<file path="src/core/rbb_pkg.sv">
/*
 * shared constants, carrier structs and decision functions for the
 * remote-terminal busy / broadcast decision block.
 * assumes: 16-bit configuration words, 16-bit shared-ram words.
 */
package rbb_pkg;

    ////////////////////////////////////////////////////////////////////////
    // register offsets on the plain register port
    localparam logic [7:0] CFG1_OFS = 8'h00;
    localparam logic [7:0] CFG2_OFS = 8'h04;
    localparam logic [7:0] CFG3_OFS = 8'h08;
    localparam logic [7:0] CFG4_OFS = 8'h0C;
    localparam logic [7:0] CFG5_OFS = 8'h10;
    localparam logic [7:0] STAT_OFS = 8'h14;

    // field positions inside the configuration words
    localparam int CFG1_BUSY_N_POS   = 10;
    localparam int CFG1_ALT_BUSY_POS = 4;
    localparam int CFG2_LUT_EN_POS   = 13;
    localparam int CFG3_ENH_POS      = 15;
    localparam int CFG3_MC_OVR_POS   = 13;
    localparam int CFG3_ALT_SEL_POS  = 5;
    localparam int CFG3_RX_SUP_POS   = 3;
    localparam int CFG4_INH_BIT_POS  = 14;
    localparam int CFG5_BC_OFF_POS   = 7;

    // reset values: busy control line idles high (not busy)
    localparam logic [15:0] CFG1_RST = 16'h0400;
    localparam logic [15:0] CFG2_RST = 16'h0000;
    localparam logic [15:0] CFG3_RST = 16'h0000;
    localparam logic [15:0] CFG4_RST = 16'h0000;
    localparam logic [15:0] CFG5_RST = 16'h0000;

    // busy lookup table and command encodings
    localparam logic [15:0] LUT_BASE    = 16'h0240;
    localparam logic [4:0]  BCAST_ADDR  = 5'h1F;
    localparam logic [4:0]  SA_MODE_LO  = 5'h00;
    localparam logic [4:0]  SA_MODE_HI  = 5'h1F;
    localparam logic [4:0]  MC_TX_VEC   = 5'h10;
    localparam logic [4:0]  MC_SYNC_DAT = 5'h11;
    localparam logic [4:0]  MC_TX_BIT   = 5'h13;

    ////////////////////////////////////////////////////////////////////////
    // carrier types
    typedef struct packed {
        logic [4:0] rt_addr;
        logic       tx;
        logic [4:0] sa;
        logic [4:0] wcmc;
    } rbb_cmd_t;

    typedef struct packed {
        logic enh;
        logic alt_status_sel;
        logic busy_n;
        logic alt_status_busy_bit;
        logic lut_en;
        logic rx_sup;
        logic modecmd_busy_override;
        logic inh_bit;
        logic bcast_off;
    } rbb_cfg_t;

    typedef struct packed {
        logic busy;
        logic store;
        logic tx_data;
        logic bcast;
    } rbb_dec_t;

    typedef enum logic [1:0] {
        ST_IDLE  = 2'b00,
        ST_FETCH = 2'b01,
        ST_WAIT  = 2'b10,
        ST_SPARE = 2'b11
    } rbb_state_t;

    typedef struct packed {
        rbb_state_t  state;
        rbb_cmd_t    cmd;
        logic        bcast;
        logic        prev_bcast;
        rbb_dec_t    dec;
        logic        resp_valid;
        logic        supersede;
        logic [15:0] ram_addr;
        logic [15:0] rdata;
        logic [15:0] cfg1;
        logic [15:0] cfg2;
        logic [15:0] cfg3;
        logic [15:0] cfg4;
        logic [15:0] cfg5;
        logic [7:0]  resp_cnt;
    } rbb_st_t;

    ////////////////////////////////////////////////////////////////////////
    // decision functions
    function automatic rbb_cfg_t cfg_of(input logic [15:0] c1, input logic [15:0] c2,
                                        input logic [15:0] c3, input logic [15:0] c4,
                                        input logic [15:0] c5);
        rbb_cfg_t c;
        c.enh                   = c3[CFG3_ENH_POS];
        c.alt_status_sel        = c3[CFG3_ALT_SEL_POS];
        c.busy_n                = c1[CFG1_BUSY_N_POS];
        c.alt_status_busy_bit   = c1[CFG1_ALT_BUSY_POS];
        c.lut_en                = c2[CFG2_LUT_EN_POS];
        c.rx_sup                = c3[CFG3_RX_SUP_POS];
        c.modecmd_busy_override = c3[CFG3_MC_OVR_POS];
        c.inh_bit               = c4[CFG4_INH_BIT_POS];
        c.bcast_off             = c5[CFG5_BC_OFF_POS];
        return c;
    endfunction

    function automatic logic is_mode(input logic [4:0] sa);
        return (sa == SA_MODE_LO) || (sa == SA_MODE_HI);
    endfunction

    // table lookup only counts in enhanced mode with alternate status off
    function automatic logic lut_applies(input rbb_cfg_t c);
        return c.enh && !c.alt_status_sel && c.lut_en;
    endfunction

endpackage

</file>
<file path="src/core/rbb_busy_bcast_ctrl.sv">
/*
 * remote-terminal busy / broadcast decision logic: per addressed command it
 * decides broadcast recognition, the status busy bit, and whether data words
 * are stored or transmitted. configuration words sit behind a plain register
 * port; the busy lookup table is read from shared ram over a read-only port.
 * assumes: command words arrive as one-cycle strobes from decoder logic on
 * the same clock; ram answers a read with ram_rvalid_i some cycles later.
 */
// Function
// - non-enhanced, broadcast-off clear: address 31 is broadcast.
// - broadcast-off set: address 31 is an ordinary discrete address.
// - broadcast then contiguous own transmit: drop broadcast, answer transmit.
// - busy control bit low forces busy on every command unless enhanced with alternate status selected.
// - alternate status option: busy comes straight from alternate busy bit.
// - busy non-mode receive stores data unless enhanced with receive-suppress set.
// - busy non-mode transmit: status only, no data words.
// - table lookup only enhanced, alternate off, lookup enabled.
// - table is eight ram words, picked by broadcast, direction, subaddress msb.
// - subaddress bits 3..0 pick the busy bit; one means busy.
// - busy vector word withheld unless enhanced and mode override set.
// - busy sync-with-data stored; with suppress only if enhanced and override.
// - busy bit word sent unless enhanced and inhibit-bit-word set.
// - enhanced busy is the or of the three source terms.
// - table address is base plus broadcast, transmit, subaddress msb offset.
`timescale 1ns/10ps
module rbb_busy_bcast_ctrl (
    input  wire logic                 ref_clk_i,
    input  wire logic                 rstn_i,
    // register port
    input  wire logic [7:0]           reg_addr_i,
    input  wire logic [15:0]          reg_wdata_i,
    input  wire logic                 reg_wr_i,
    input  wire logic                 reg_rd_i,
    output logic [15:0]               reg_rdata_o,
    // command side
    input  wire logic                 cmd_valid_i,
    input  wire rbb_pkg::rbb_cmd_t    cmd_word_i,
    input  wire logic                 cmd_contig_i,
    input  wire logic [4:0]           own_rt_addr_i,
    // shared ram read port
    output logic                      ram_rd_o,
    output logic [15:0]               ram_addr_o,
    input  wire logic [15:0]          ram_rdata_i,
    input  wire logic                 ram_rvalid_i,
    // decision output
    output logic                      resp_valid_o,
    output rbb_pkg::rbb_dec_t         resp_o,
    output logic                      superseded_o
);

    ////////////////////////////////////////////////////////////////////////
    // declarations
    rbb_pkg::rbb_st_t  s_q;
    rbb_pkg::rbb_st_t  s_d;
    rbb_pkg::rbb_cfg_t cfg;
    logic              rst_n;
    logic              in_bcast;
    logic              in_own;
    logic [15:0]       lut_addr;
    logic              lut_hit;

    ////////////////////////////////////////////////////////////////////////
    // reset release and table helper
    rbb_rst_sync u_rst (
        .clk_i  (ref_clk_i),
        .rstn_i (rstn_i),
        .rstn_o (rst_n)
    );

    // address from the incoming command, bit from the stored one
    rbb_lut_sel u_lut (
        .bcast_i  (in_bcast),
        .tx_i     (cmd_word_i.tx),
        .sa_msb_i (cmd_word_i.sa[4]),
        .word_i   (ram_rdata_i),
        .sa_lo_i  (s_q.cmd.sa[3:0]),
        .addr_o   (lut_addr),
        .hit_o    (lut_hit)
    );

    ////////////////////////////////////////////////////////////////////////
    // configuration view and address recognition
    assign cfg = rbb_pkg::cfg_of(s_q.cfg1, s_q.cfg2, s_q.cfg3, s_q.cfg4, s_q.cfg5);

    // address 31 is broadcast unless broadcast-off makes it a discrete one
    assign in_bcast = (cmd_word_i.rt_addr == rbb_pkg::BCAST_ADDR) && !cfg.bcast_off;
    assign in_own   = (cmd_word_i.rt_addr == own_rt_addr_i) && !in_bcast;

    ////////////////////////////////////////////////////////////////////////
    // busy source terms; enhanced off means alternate status is not selected
    function automatic logic busy_of(input rbb_pkg::rbb_cfg_t c, input logic hit);
        logic alt;
        logic b;
        alt = c.enh && c.alt_status_sel;
        b   = 1'b0;
        if (!c.busy_n && !alt) begin
            b = 1'b1;
        end
        if (alt && c.alt_status_busy_bit) begin
            b = 1'b1;
        end
        if (rbb_pkg::lut_applies(c) && hit) begin
            b = 1'b1;
        end
        return b;
    endfunction

    // full decision for one command; hit is the looked-up table bit
    function automatic rbb_pkg::rbb_dec_t decide(input rbb_pkg::rbb_cfg_t c,
                                                 input rbb_pkg::rbb_cmd_t cmd,
                                                 input logic bc,
                                                 input logic hit);
        rbb_pkg::rbb_dec_t d;
        logic mode;
        logic sup;
        logic ovr;
        mode      = rbb_pkg::is_mode(cmd.sa);
        sup       = c.enh && c.rx_sup;
        ovr       = c.enh && c.modecmd_busy_override;
        d.bcast   = bc;
        d.busy    = busy_of(c, hit);
        d.store   = 1'b0;
        d.tx_data = 1'b0;
        if (!cmd.tx) begin
            if (!d.busy || !sup) begin
                d.store = 1'b1;
            end else if (mode && cmd.wcmc != rbb_pkg::MC_SYNC_DAT) begin
                d.store = 1'b1;
            end else if (mode && ovr) begin
                d.store = 1'b1;
            end
        end else if (!d.busy) begin
            d.tx_data = 1'b1;
        end else if (!mode) begin
            d.tx_data = 1'b0;
        end else if (cmd.wcmc == rbb_pkg::MC_TX_VEC) begin
            d.tx_data = ovr;
        end else if (cmd.wcmc == rbb_pkg::MC_TX_BIT) begin
            d.tx_data = !(c.enh && c.inh_bit);
        end
        return d;
    endfunction

    ////////////////////////////////////////////////////////////////////////
    // next-state logic
    always_comb begin
        s_d            = s_q;
        s_d.resp_valid = 1'b0;
        s_d.supersede  = 1'b0;
        s_d.rdata      = 16'h0000;

        // register writes
        if (reg_wr_i) begin
            case (reg_addr_i)
                rbb_pkg::CFG1_OFS: begin
                    s_d.cfg1 = reg_wdata_i;
                end
                rbb_pkg::CFG2_OFS: begin
                    s_d.cfg2 = reg_wdata_i;
                end
                rbb_pkg::CFG3_OFS: begin
                    s_d.cfg3 = reg_wdata_i;
                end
                rbb_pkg::CFG4_OFS: begin
                    s_d.cfg4 = reg_wdata_i;
                end
                rbb_pkg::CFG5_OFS: begin
                    s_d.cfg5 = reg_wdata_i;
                end
                default: begin
                end
            endcase
        end

        // register reads, data stand in the next cycle only
        if (reg_rd_i) begin
            case (reg_addr_i)
                rbb_pkg::CFG1_OFS: begin
                    s_d.rdata = s_q.cfg1;
                end
                rbb_pkg::CFG2_OFS: begin
                    s_d.rdata = s_q.cfg2;
                end
                rbb_pkg::CFG3_OFS: begin
                    s_d.rdata = s_q.cfg3;
                end
                rbb_pkg::CFG4_OFS: begin
                    s_d.rdata = s_q.cfg4;
                end
                rbb_pkg::CFG5_OFS: begin
                    s_d.rdata = s_q.cfg5;
                end
                rbb_pkg::STAT_OFS: begin
                    s_d.rdata = {s_q.resp_cnt, 2'h0, s_q.state, s_q.dec};
                end
                default: begin
                    s_d.rdata = 16'h0000;
                end
            endcase
        end

        // lookup sequencing
        case (s_q.state)
            rbb_pkg::ST_IDLE: begin
            end
            rbb_pkg::ST_FETCH: begin
                s_d.state = rbb_pkg::ST_WAIT; // single read per command
            end
            rbb_pkg::ST_WAIT: begin
                if (ram_rvalid_i) begin
                    s_d.dec        = decide(cfg, s_q.cmd, s_q.bcast, lut_hit);
                    s_d.resp_valid = 1'b1;
                    s_d.resp_cnt   = s_q.resp_cnt + 8'h01;
                    s_d.state      = rbb_pkg::ST_IDLE;
                end
            end
            default: begin
                s_d.state = rbb_pkg::ST_IDLE;
            end
        endcase

        // a new command restarts the sequence, even mid-lookup
        if (cmd_valid_i) begin
            s_d.prev_bcast = 1'b0;
            if (in_bcast || in_own) begin
                s_d.cmd        = cmd_word_i;
                s_d.bcast      = in_bcast;
                s_d.prev_bcast = in_bcast;
                // contiguous own transmit after broadcast cancels the broadcast
                s_d.supersede  = s_q.prev_bcast && cmd_contig_i
                                 && in_own && cmd_word_i.tx;
                if (rbb_pkg::lut_applies(cfg)) begin
                    s_d.ram_addr = lut_addr;
                    s_d.state    = rbb_pkg::ST_FETCH;
                end else begin
                    s_d.dec        = decide(cfg, cmd_word_i, in_bcast, 1'b0);
                    s_d.resp_valid = 1'b1;
                    s_d.resp_cnt   = s_q.resp_cnt + 8'h01;
                    s_d.state      = rbb_pkg::ST_IDLE;
                end
            end else begin
                s_d.state = rbb_pkg::ST_IDLE; // not for us: nothing to decide
            end
        end
    end

    ////////////////////////////////////////////////////////////////////////
    // state register
    always_ff @(posedge ref_clk_i or negedge rst_n) begin
        if (!rst_n) begin
            s_q            <= '0;
            s_q.state      <= rbb_pkg::ST_IDLE;
            s_q.ram_addr   <= rbb_pkg::LUT_BASE;
            s_q.cfg1       <= rbb_pkg::CFG1_RST;
            s_q.cfg2       <= rbb_pkg::CFG2_RST;
            s_q.cfg3       <= rbb_pkg::CFG3_RST;
            s_q.cfg4       <= rbb_pkg::CFG4_RST;
            s_q.cfg5       <= rbb_pkg::CFG5_RST;
        end else begin
            s_q <= s_d;
        end
    end

    ////////////////////////////////////////////////////////////////////////
    // outputs; the ram port is read-only, the table is never written
    assign ram_rd_o     = (s_q.state == rbb_pkg::ST_FETCH);
    assign ram_addr_o   = s_q.ram_addr;
    assign reg_rdata_o  = s_q.rdata;
    assign resp_valid_o = s_q.resp_valid;
    assign resp_o       = s_q.dec;
    assign superseded_o = s_q.supersede;

endmodule

</file>
<file path="src/core/rbb_lut_sel.sv">
/*
 * busy lookup table address former and bit picker.
 * assumes: address side and bit side may belong to different commands.
 */
`timescale 1ns/10ps
module rbb_lut_sel (
    input  wire logic        bcast_i,
    input  wire logic        tx_i,
    input  wire logic        sa_msb_i,
    input  wire logic [15:0] word_i,
    input  wire logic [3:0]  sa_lo_i,
    output logic [15:0]      addr_o,
    output logic             hit_o
);

    // offset bit 2 broadcast, bit 1 transmit, bit 0 subaddress msb
    assign addr_o = rbb_pkg::LUT_BASE + {13'h0000, bcast_i, tx_i, sa_msb_i};

    // low subaddress bits pick one of the sixteen busy bits
    assign hit_o = word_i[sa_lo_i];

endmodule

</file>
<file path="src/core/rbb_rst_sync.sv">
/*
 * reset release synchroniser: asserts at once, releases after two edges.
 * assumes: rstn_i is asynchronous to clk_i.
 */
`timescale 1ns/10ps
module rbb_rst_sync (
    input  wire logic clk_i,
    input  wire logic rstn_i,
    output logic      rstn_o
);

    logic [1:0] stage_q;

    // two flops so the release edge cannot go metastable into the core
    always_ff @(posedge clk_i or negedge rstn_i) begin
        if (!rstn_i) begin
            stage_q <= 2'h0;
        end else begin
            stage_q <= {stage_q[0], 1'b1};
        end
    end

    assign rstn_o = stage_q[1];

endmodule

</file>
<file path="config.mk">
export PLATFORM = sky130hd
export DESIGN_NAME = rbb_busy_bcast_ctrl
export DESIGN_NICKNAME = d
export VERILOG_FILES = /design/src/core/rbb_pkg.sv /design/src/core/rbb_busy_bcast_ctrl.sv /design/src/core/rbb_lut_sel.sv /design/src/core/rbb_rst_sync.sv
export SDC_FILE = /design/constraint.sdc
export NUM_CORES = 1
export LEC_CHECK = 0
export BUFFER_PORTS_ARGS = -buffer_cell sky130_fd_sc_hd__clkbuf_2
export CORE_ASPECT_RATIO = 0.8
export CORE_MARGIN = 2
export CORE_UTILIZATION = 30
export DETAILED_ROUTE_END_ITERATION = 8
export SLEW_MARGIN = 10
export SYNTH_ARGS = -nofsm -noshare
export SYNTH_HDL_FRONTEND = slang
export SYNTH_SLANG_ARGS = --single-unit
</file>
<file path="constraint.sdc">
create_clock -name ref_clk_i -period 5 [get_ports ref_clk_i]
set_input_delay 0.75 -clock ref_clk_i [delete_from_list [all_inputs] [get_ports ref_clk_i]]
set_output_delay 0.75 -clock ref_clk_i [all_outputs]
set_load 0.02 [all_outputs]
</file>
==> results of run 1 <==
## power by group
group / switching (mW) / total [mW] / internal, mW
logic: 0.136 / 0.285 / 0.149
clock network: 0.474 / 1.44 / 0.962
registers: 0.0932 / 1.23 / 1.14
total: 0.702 / 2.95 / 2.25
## metrics by stage
step                hold slack (ns)  setup slack, ns  cell area (um^2)
CTS                         0.09857            1.644              7555
global placement             0.3400            1.332              6870
floorplan                    0.3312            1.112              6420
global route                0.09270            1.468              7555
finish                       0.1075            1.647              7555
detailed placement           0.3402            1.186              6870
## registers in the layout, summed over array words and instances, names as in the netlist
signal	cells
resp_o	4
u_rst.stage_q	2
reg_rdata_o	16
cfg	9
superseded_o	1
resp_valid_o	1
ram_addr_o	3
s_q	94
## worst register-to-register path, delay by kind of cell, from the launching register on
kind | cells | cell delay (ns)
AO/OA/AOI/OAI | 1 | 0.21
flip-flops | 1 | 0.47
multiplexers | 1 | 0.40
AND/OR/NAND/NOR | 3 | 1.08
## cells by family after synthesis
kind of cell | after synthesis | share of synthesized area
muxes | 129 | 0.2412
adders and majority gates | 1 | 0.001962
buffers and inverters | 66 | 0.06222
xor gates and xnor gates | 12 | 0.01649
DFF | 130 | 0.5105
and+or+nand+nor | 101 | 0.09029
AOI/OAI and AO/OA | 66 | 0.07616
other | 2 | 0.001178
## worst paths after layout
check                                       from               end  depth (start not counted)
worst max-delay path               reg_addr_i[1]           s_q[50]                          6
min in group ref_clk_i          u_rst.stage_q[0]  u_rst.stage_q[1]                          0
worst max register to register            cfg[0]          s_q[128]                          5
worst min register to register  u_rst.stage_q[1]           s_q[61]                          0
worst min-delay path                      rstn_i  u_rst.stage_q[1]                          1
max in group asynchronous       u_rst.stage_q[1]          s_q[133]                          1
## area by class of cell
| class | instances | area, um^2 | area share |
|---|---|---|---|
| Clock buffer | 19 | 452.9 | 0.05995 |
| Timing Repair Buffer | 96 | 488.0 | 0.06459 |
| Multi-Input combinational cell | 323 | 2769 | 0.3665 |
| Clock inverter | 13 | 231.5 | 0.03064 |
| Tap cell | 269 | 336.6 | 0.04455 |
| Inverter | 5 | 18.77 | 0.002484 |
| Sequential cell | 130 | 3258 | 0.4313 |
## placed cells by master (no fill, tap or decap), types with 4 or more instances in the layout
cell type / count
dfrtp_1: 128
clkbuf_2: 93
mux2_2: 83
nand2_1: 27
nor2_1: 24
clkbuf_16: 17
o21ai_0: 16
mux2i_1: 16
mux2_1: 14
conb_1: 14
a222oi_1: 12
mux2_4: 10
a21oi_1: 8
xor2_1: 8
mux4_2: 6
bufinv_16: 6
inv_1: 5
a22o_1: 5
nand3_1: 5
nor3_1: 4
a31oi_1: 4
xnor2_1: 4
## layer usage
| metal | vias up | share of wire | track usage |
|---|---|---|---|
| met5 | - | 0.00082 | 0 |
| met4 | 2 | 0.018 | 0.04502 |
| met3 | 33 | 0.076 | 0.04308 |
| met2 | 183 | 0.44 | 0.2211 |
| met1 | 2160 | 0.46 | 0.2063 |
| li1 | 1956 | - | - |
==> out/metrics.yaml, run 1 <==
power:
  p_per_area_nw_per_um2: 390.6
  cellLeakagePower_nw: 3.683
  finalPower_mw: 2.951
  ir_worst_vdd_v: 0.0002416
placement:
  gp_congestion: 0.8419
  placed_cells: 823
  place_hpwl_um: 11080
  portBuffers: 93
layout:
  fin_cells: 855
  post-route-util: 0.3639
  nets: 642
  area_growth_pct: 18.51
  antennaDiodeCount: 0
  drive_gt1_frac: 0.4061
  fillCellCount: 2035
clock_tree:
  post_cts_resize_count: 0
  clk_latency_ns: 0.41
  cts_tree: "built"
  clkSlewWorstSetupHoldPaths_ns: 0.06
  cts-root-buf: "clkbuf_16"
  cts_buffer_depth: 2
  numCtsBuffers: 17
  cts_setup_buffers: 0
  cts_max_level: 4
  cts-hold-fix-buffers: 0
  clkSinkCount: 130
worst_setup_path:
  cp-start-kind: "primary input"
  worst-setup-path-type: "primary input to flop"
  reg2reg_slack_ns: 2.72
  crit_arrival_ns: 3.64
  cp_cell_sequence: "clkbuf_2 > or4_1 > nor3_4 > and3b_1 > nand2_2 > mux2_1"
  cp.required_ns: 5.29
  cp_top_family: "simple AND/OR/NAND/NOR gates"
  cpMaxStageDelayCell: "and3b_1"
  path_buf_inv: 1
  crit_fanout: 18
  end_kind: "flop"
  cpPeakStageDelay_ns: 0.68
sta:
  finalCritPeriodShare: 0.6706
  relSlewSlack: 0.3153
  tightest_slew_ns: 1.027
  period_needed_ns: 3.353
  hold_viol_final: 0
  rsz0062_at_grt: "false"
  skew_ns: 0.01098
  slew_viol_final: 0
  fmax_mhz: 298.2
  setup_viol: 0
  finalSetupTns_ns: 0
yosys:
  synthFlopType: "dfrtp_1"
  synth_top_area_share: 0.5064
  synth_top_cell_by_area: "dfrtp_1"
  syn_area_um2: 6375
  synth_edf_count: 0
  async_flop_share: 1.000
  avgSynthCellArea_um2: 12.57
  syn_inst: 507
  yosysMostFrequentCell: "dfrtp_1"
  synth_seq_area_share: 0.5105
  synth-seq-cells: 130
  synthTopCellsByArea: "dfrtp_1 51%, mux2_2 15%, buf_4 4.2%, mux2i_1 2.5%, mux2_1 2.5%"
  synth_warnings: 0
  ys_top_cells_by_count: "129 x dfrtp_1, 83 x mux2_2, 36 x buf_4"
  yosysUniqueCellTypes: 62
hold_path:
  hp-class: "primary input to asynchronous set/reset pin"
drt:
  wire_per_inst_um: 18.64
  firstDrtPassIters: 5
  first_iter_violations: 340
  finalWirelength_um: 15930
  drc: 0
  vias_per_cell: 5.069
  vias: 4334
  drtAntennaViolNets: 0
floorplan:
  core_area_um2: 20760
  num_rows: 47
  initial_utilization: 0.3071
  die_h_um: 134.4
  ios: 107
  dieArea_um2: 22440
  dieWidth_um: 167.0
grt:
  grt_max_degree: 84
  globalRouteTotalUtil: 0.1475
  grt_pass1_wl_um: 25650
  grt.overflow.total: 0
  grt_pass1_vias: 4567
  antenna_found_initial: 1
job:
  drv_cap: 0
outcome:
  status: "complete, no violations"
(Power assumes the default switching activity.)
==> inputs of run 2 (changes only) <==
==> constraint.sdc (replaced) <==
create_clock -name ref_clk_i -period 3.1 [get_ports ref_clk_i]
set_input_delay 0.465 -clock ref_clk_i [delete_from_list [all_inputs] [get_ports ref_clk_i]]
set_output_delay 0.465 -clock ref_clk_i [all_outputs]
set_load 0.02 [all_outputs]
==> run 2 against run 1 <==
Compared with the run above:
- combinational power grew 62%
- setup slack lost 0.82 ns
- die area is the same
- critical path type is now flop to flop
- critical endpoint is now s_q[129]
- largest cell class unchanged
==> out/metrics.yaml, run 2 (synthesized netlist as in run 1, its figures left out) <==
sta:
  skew_ns: 0.007617
  finalSetupTns_ns: 0
  fmax_mhz: 440.5
  worst_slack_ns: 0.8300
  rsz0062_at_grt: "false"
  period_needed_ns: 2.270
  tightest_slew_ns: 0.7089
  slew_viol_final: 0
  finalCritPeriodShare: 0.7322
  hold_viol_final: 0
  setup_viol: 0
  relSlewSlack: 0.5269
worst_setup_path:
  crit_arrival_ns: 2.57
  worst-setup-path-type: "flop to flop"
  cp_top_family: "simple AND/OR/NAND/NOR gates"
  reg2reg_slack_ns: 0.83
  cpMaxStageDelayCell: "nand2b_1"
  crit_fanout: 11
  cp_common_cell: "nand2b_1"
  cp_cell_sequence: "nand2b_1 > nor3_1 > a21oi_1 > nand2b_1 > mux2_2"
  cpPeakStageDelay_ns: 0.48
  cp.required_ns: 3.40
  cp-start-kind: "flop"
  end_kind: "flop"
  path_buf_inv: 0
layout:
  largest_register_ff_count: 94
  drive_gt1_frac: 0.4118
  final_cell_mix: "128 x dfrtp_1, 93 x clkbuf_2, 83 x mux2_2"
  final_common_cell: "dfrtp_1"
  nets: 651
  antennaDiodeCount: 0
  post-route-util: 0.3657
  fillCellCount: 2014
  largest-register: "s_q"
  final_cell_area_um2: 7591
  fin_cells: 864
  area_growth_pct: 19.08
grt:
  grt.overflow.total: 0
  grt.met3_usage: 0.05429
  grtUsageMet1: 0.2049
  globalRouteTotalUtil: 0.1493
  grt_busiest_layer: "met2"
  grt_pass1_vias: 4632
  met2_usage: 0.2227
  grt_pass1_wl_um: 25880
  grt_max_degree: 83
  antenna_found_initial: 0
clock_tree:
  post_cts_resize_count: 0
  cts_tree: "built"
  cts-root-buf: "clkbuf_16"
  cts-hold-fix-buffers: 1
  numCtsBuffers: 17
  clkSlewWorstSetupHoldPaths_ns: 0.06
  cts_buffer_depth: 2
  cts_max_level: 4
  clk_latency_ns: 0.42
  cts_setup_buffers: 0
  clkSinkCount: 130
floorplan:
  ios: 107
  die_h_um: 134.4
  dieArea_um2: 22440
  initial_utilization: 0.3071
  core_area_um2: 20760
  num_rows: 47
  dieWidth_um: 167.0
power:
  p_comb_frac: 0.101
  power.internal_mw: 3.504
  p_per_area_nw_per_um2: 605.1
  switching_power_mw: 1.089
  cellLeakagePower_nw: 3.723
  clock_power_share: 0.467
  seqPwrFrac: 0.432
  swShare: 0.2370
  ir_worst_vdd_v: 0.0002873
placement:
  placed_cells: 831
  place_hpwl_um: 11000
  portBuffers: 93
  pre_cts_ws_ns: 0.5791
  gp_congestion: 0.7999
  place_area_um2: 6943
outcome:
  status: "complete, no violations"
drt:
  wire_per_inst_um: 18.51
  drc: 0
  firstDrtPassIters: 6
  first_iter_violations: 481
  vias_per_cell: 5.094
  vias: 4401
  drtAntennaViolNets: 0
  finalWirelength_um: 15990
hold_path:
  hp-class: "primary input to flop"
job:
  drv_cap: 0
==> run 2: cell types whose count changed in the layout (fill, tap and decap cells not counted) <==
cell	before	now
buf_4	3	10
clkinv_4	3	1
clkinvlp_4	2	0
clkbuf_8	2	4
buf_12	0	1
bufinv_16	6	4
clkinv_2	2	5
dlygate4sd3_1	0	1
clkbuf_1	0	1
==> run 2: final cells by class <==
cell class	count	area [um^2]	area share
clock buffer	22	484.2	0.06379
clock inverter	10	153.9	0.02027
inverter	5	18.77	0.002472
multi-input combinational	323	2769	0.3648
sequential	130	3258	0.4292
tap	269	336.6	0.04434
timing repair buffer	105	570.5	0.07516
==> run 2: per-layer routing <==
metal	part of all wire	wire length, um
met5	0	0
met1	0.47	7473
met2	0.44	7077
met4	0.0079	127
met3	0.082	1312
==> run 2: power groups by stage <==
stage               sequential (mW)  clock, mW  combinational (mW)
global route                   2.01       2.27               0.510
detailed placement             2.01          0               0.464
finish                         1.99       2.14               0.463
floorplan                      1.96          0               0.349
global placement               2.00          0               0.450
CTS                            1.99       2.18               0.467
==> run 2: final timing paths <==
kind	startpoint	end	cells after the start
max	cfg[0]	s_q[129]	5
min reg2reg	u_rst.stage_q[1]	s_q[24]	0
min	cmd_contig_i	superseded_o	3
min in group asynchronous	u_rst.stage_q[1]	s_q[24]	0
max in group asynchronous	u_rst.stage_q[1]	ram_addr_o[1]	1
max reg2reg	cfg[0]	s_q[129]	5
==> run 2: worst reg2reg max path: stages, from the launching register on <==
cell      delay, ns
dfrtp_1        0.46
nand2b_1       0.19
nor3_1         0.42
a21oi_1        0.20
nand2b_1       0.48
mux2_2         0.40
==> run 2: metrics by stage <==
step / power (mW) / hold WS [ns]
floorplan: 2.312 / 0.1694
global placement: 2.454 / 0.2512
detailed placement: 2.478 / 0.2513
CTS: 4.640 / 0.2611
global route: 4.796 / 0.2794
finish: 4.593 / 0.2743
==> inputs of run 3 (changes only) <==
--- a/config.mk
+++ b/config.mk
@@ -5,6 +5,7 @@
 export SDC_FILE = /design/constraint.sdc
 export NUM_CORES = 1
 export LEC_CHECK = 0
+export ABC_AREA = 1
 export BUFFER_PORTS_ARGS = -buffer_cell sky130_fd_sc_hd__clkbuf_2
 export CORE_ASPECT_RATIO = 0.8
 export CORE_MARGIN = 2
==> constraint.sdc (replaced) <==
create_clock -name ref_clk_i -period 2.1 [get_ports ref_clk_i]
set_input_delay 0.315 -clock ref_clk_i [delete_from_list [all_inputs] [get_ports ref_clk_i]]
set_output_delay 0.315 -clock ref_clk_i [all_outputs]
set_load 0.02 [all_outputs]
==> run 3 against run 2 <==
Compared with the run above:
- via count increased by 19%
- non-clock buffer count grew 6
- sequential share of layout area grew 0.81 points
- die area decreased by 1.4%
- power rose by 39%
- clock skew is 0.0018 ns higher
- critical path depth grew 3
- critical endpoint is now s_q[7]
==> out/metrics.yaml, run 3 <==
sta:
  period_needed_ns: 1.760
  finalSetupTns_ns: 0
  holdWs_ns: 0.1426
  tightest_slew_ns: 0.8000
  fmax_mhz: 568.3
  hold_viol_final: 0
  relSlewSlack: 0.4661
  skew_ns: 0.009385
  rsz0062_at_grt: "false"
  setup_viol: 0
  slew_viol_final: 0
  worst_slack_ns: 0.3405
  finalCritPeriodShare: 0.8379
layout:
  drive_gt1_frac: 0.1852
  largest_register_ff_count: 94
  nets: 936
  final_cell_mix: "275 x nand2_1, 128 x dfrtp_1, 93 x clkbuf_2"
  antennaDiodeCount: 0
  area_growth_pct: 18.60
  final_common_cell: "nand2_1"
  final_cell_area_um2: 7451
  fillCellCount: 2142
  largest-register: "s_q"
  fin_cells: 1149
grt:
  grt_max_degree: 56
  globalRouteTotalUtil: 0.1540
  grt_pass1_wl_um: 26770
  antenna_found_initial: 0
  grt_pass1_vias: 5034
  grt.overflow.total: 0
drt:
  drc: 0
  drtAntennaViolNets: 0
  finalWirelength_um: 16220
  firstDrtPassIters: 5
  first_iter_violations: 368
  vias: 5226
  wire_per_inst_um: 14.11
  vias_per_cell: 4.548
yosys:
  synth-seq-cells: 130
  syn_area_um2: 6282
  synthTopCellsByArea: "dfrtp_1 51%, nand2_1 16%, o21ai_0 5.8%, buf_4 5.0%, inv_1 4.1%"
  synth_warnings: 0
  synthFlopType: "dfrtp_1"
  async_flop_share: 1.000
  yosysMostFrequentCell: "nand2_1"
  yosysUniqueCellTypes: 31
  avgSynthCellArea_um2: 7.983
  synth_seq_area_share: 0.5180
  syn_inst: 787
  ys_top_cells_by_count: "275 x nand2_1, 129 x dfrtp_1, 73 x o21ai_0"
  synth_top_cell_by_area: "dfrtp_1"
  synth_edf_count: 0
  synth_top_area_share: 0.5138
worst_setup_path:
  end_kind: "flop"
  cp_cell_sequence: "nor2_1 > nand3_2 > nand2_4 > nand2_4 > nand2_4 > nand2_1 > o21ai_0 > nand2_1"
  cp.required_ns: 2.39
  r2r_start: "cfg[0]"
  cpPeakStageDelay_ns: 0.42
  crit_arrival_ns: 2.05
  worstReg2RegEnd: "s_q[7]"
  reg2reg_slack_ns: 0.34
  cp-start-kind: "flop"
  worst-setup-path-type: "flop to flop"
  path_buf_inv: 0
  cpMaxStageDelayCell: "dfrtp_1"
  crit_fanout: 14
  cp_common_cell: "nand2_4"
  cp_top_family: "simple AND/OR/NAND/NOR gates"
  r2r_cells: 8
clock_tree:
  cts-root-buf: "clkbuf_16"
  cts_buffer_depth: 2
  numCtsBuffers: 17
  cts_tree: "built"
  clkSlewWorstSetupHoldPaths_ns: 0.06
  clk_latency_ns: 0.42
  post_cts_resize_count: 0
  clkSinkCount: 130
  cts_max_level: 4
hold_path:
  whs_path_depth: 3
  holdCritStartpoint: "cmd_word_i[4]"
  hold_end: "s_q[132]"
  hp-class: "primary input to flop"
power:
  ir_worst_vdd_v: 0.0005472
  p_per_area_nw_per_um2: 857.8
  cellLeakagePower_nw: 3.820
floorplan:
  core_area_um2: 20640
  dieArea_um2: 22120
  ios: 107
  dieWidth_um: 165.8
  num_rows: 47
  initial_utilization: 0.3044
  die_h_um: 133.4
placement:
  pre_cts_ws_ns: 0.2120
  portBuffers: 93
  placed_cells: 1116
  gp_congestion: 0.8093
  place_area_um2: 6898
  place_hpwl_um: 11540
job:
  drv_cap: 0
outcome:
  status: "complete, no violations"
-- run 3: how the worst max path moves through the flow --
stage                         startpoint             end  slack, ns  cells after the start
after floorplan           cmd_word_i[15]          s_q[4]       0.70                     12
after global placement     reg_addr_i[5]  reg_rdata_o[0]       0.23                     10
after detailed placement   reg_addr_i[1]  reg_rdata_o[5]       0.21                      8
after CTS                         cfg[0]          s_q[7]       0.33                      8
after global routing              cfg[0]          s_q[7]       0.08                      8
final                             cfg[0]          s_q[7]       0.34                      8
-- run 3: through the flow --
stage	util	power (mW)
floorplan	-	3.478
global placement	0.3342	3.719
detailed placement	0.3342	3.734
CTS	0.3610	6.454
global route	0.3610	6.712
finish	0.3610	6.391
-- run 3: timing repair --
action / in CTS / in global routing
hold buffers: 1 / 0
endpoints found under the hold margin: 2 / 0
buffers inserted: 0 / 0
-- run 3: cell families after synthesis --
logic type               after synthesis  synth area share
XOR/XNOR                               5          0.006970
AND/OR/NAND/NOR                      377            0.2498
other                                  2          0.001195
buffers and inverters                135            0.1093
flip-flops                           130            0.5180
adder cells (fa/ha/maj)                1          0.001991
AO/OA/AOI/OAI                        137            0.1127
-- run 3: power breakdown --
part           switching, mW  internal, mW  leakage, nW
Combinational          0.501         0.278         1.79
Sequential             0.182          2.73         1.76
Clock                   1.08          1.62        0.273
Total                   1.76          4.63         3.82
-- run 3: per-layer routing --
layer	share of wire	track usage	wire length (um)
met5	0	0	0
met4	0.014	0.04444	224
met3	0.064	0.04308	1039
met2	0.45	0.2308	7242
met1	0.48	0.2178	7710
-- run 3: area by class of cell --
class,instances,area (um^2),area share
Multi-Input combinational cell,534,2386,0.3202
Timing Repair Buffer,111,653.1,0.08766
Clock buffer,23,488.0,0.06549
Clock inverter,9,55.05,0.007389
Tap cell,269,336.6,0.04517
Sequential cell,130,3258,0.4373
Inverter,73,274.0,0.03678
-- run 3: worst reg2reg max path: stages (launching register included) --
cell and delay (ns):
dfrtp_1 0.42, nor2_1 0.23, nand3_2 0.16, nand2_4 0.19, nand2_4 0.12, nand2_4 0.16
nand2_1 0.12, o21ai_0 0.16, nand2_1 0.08
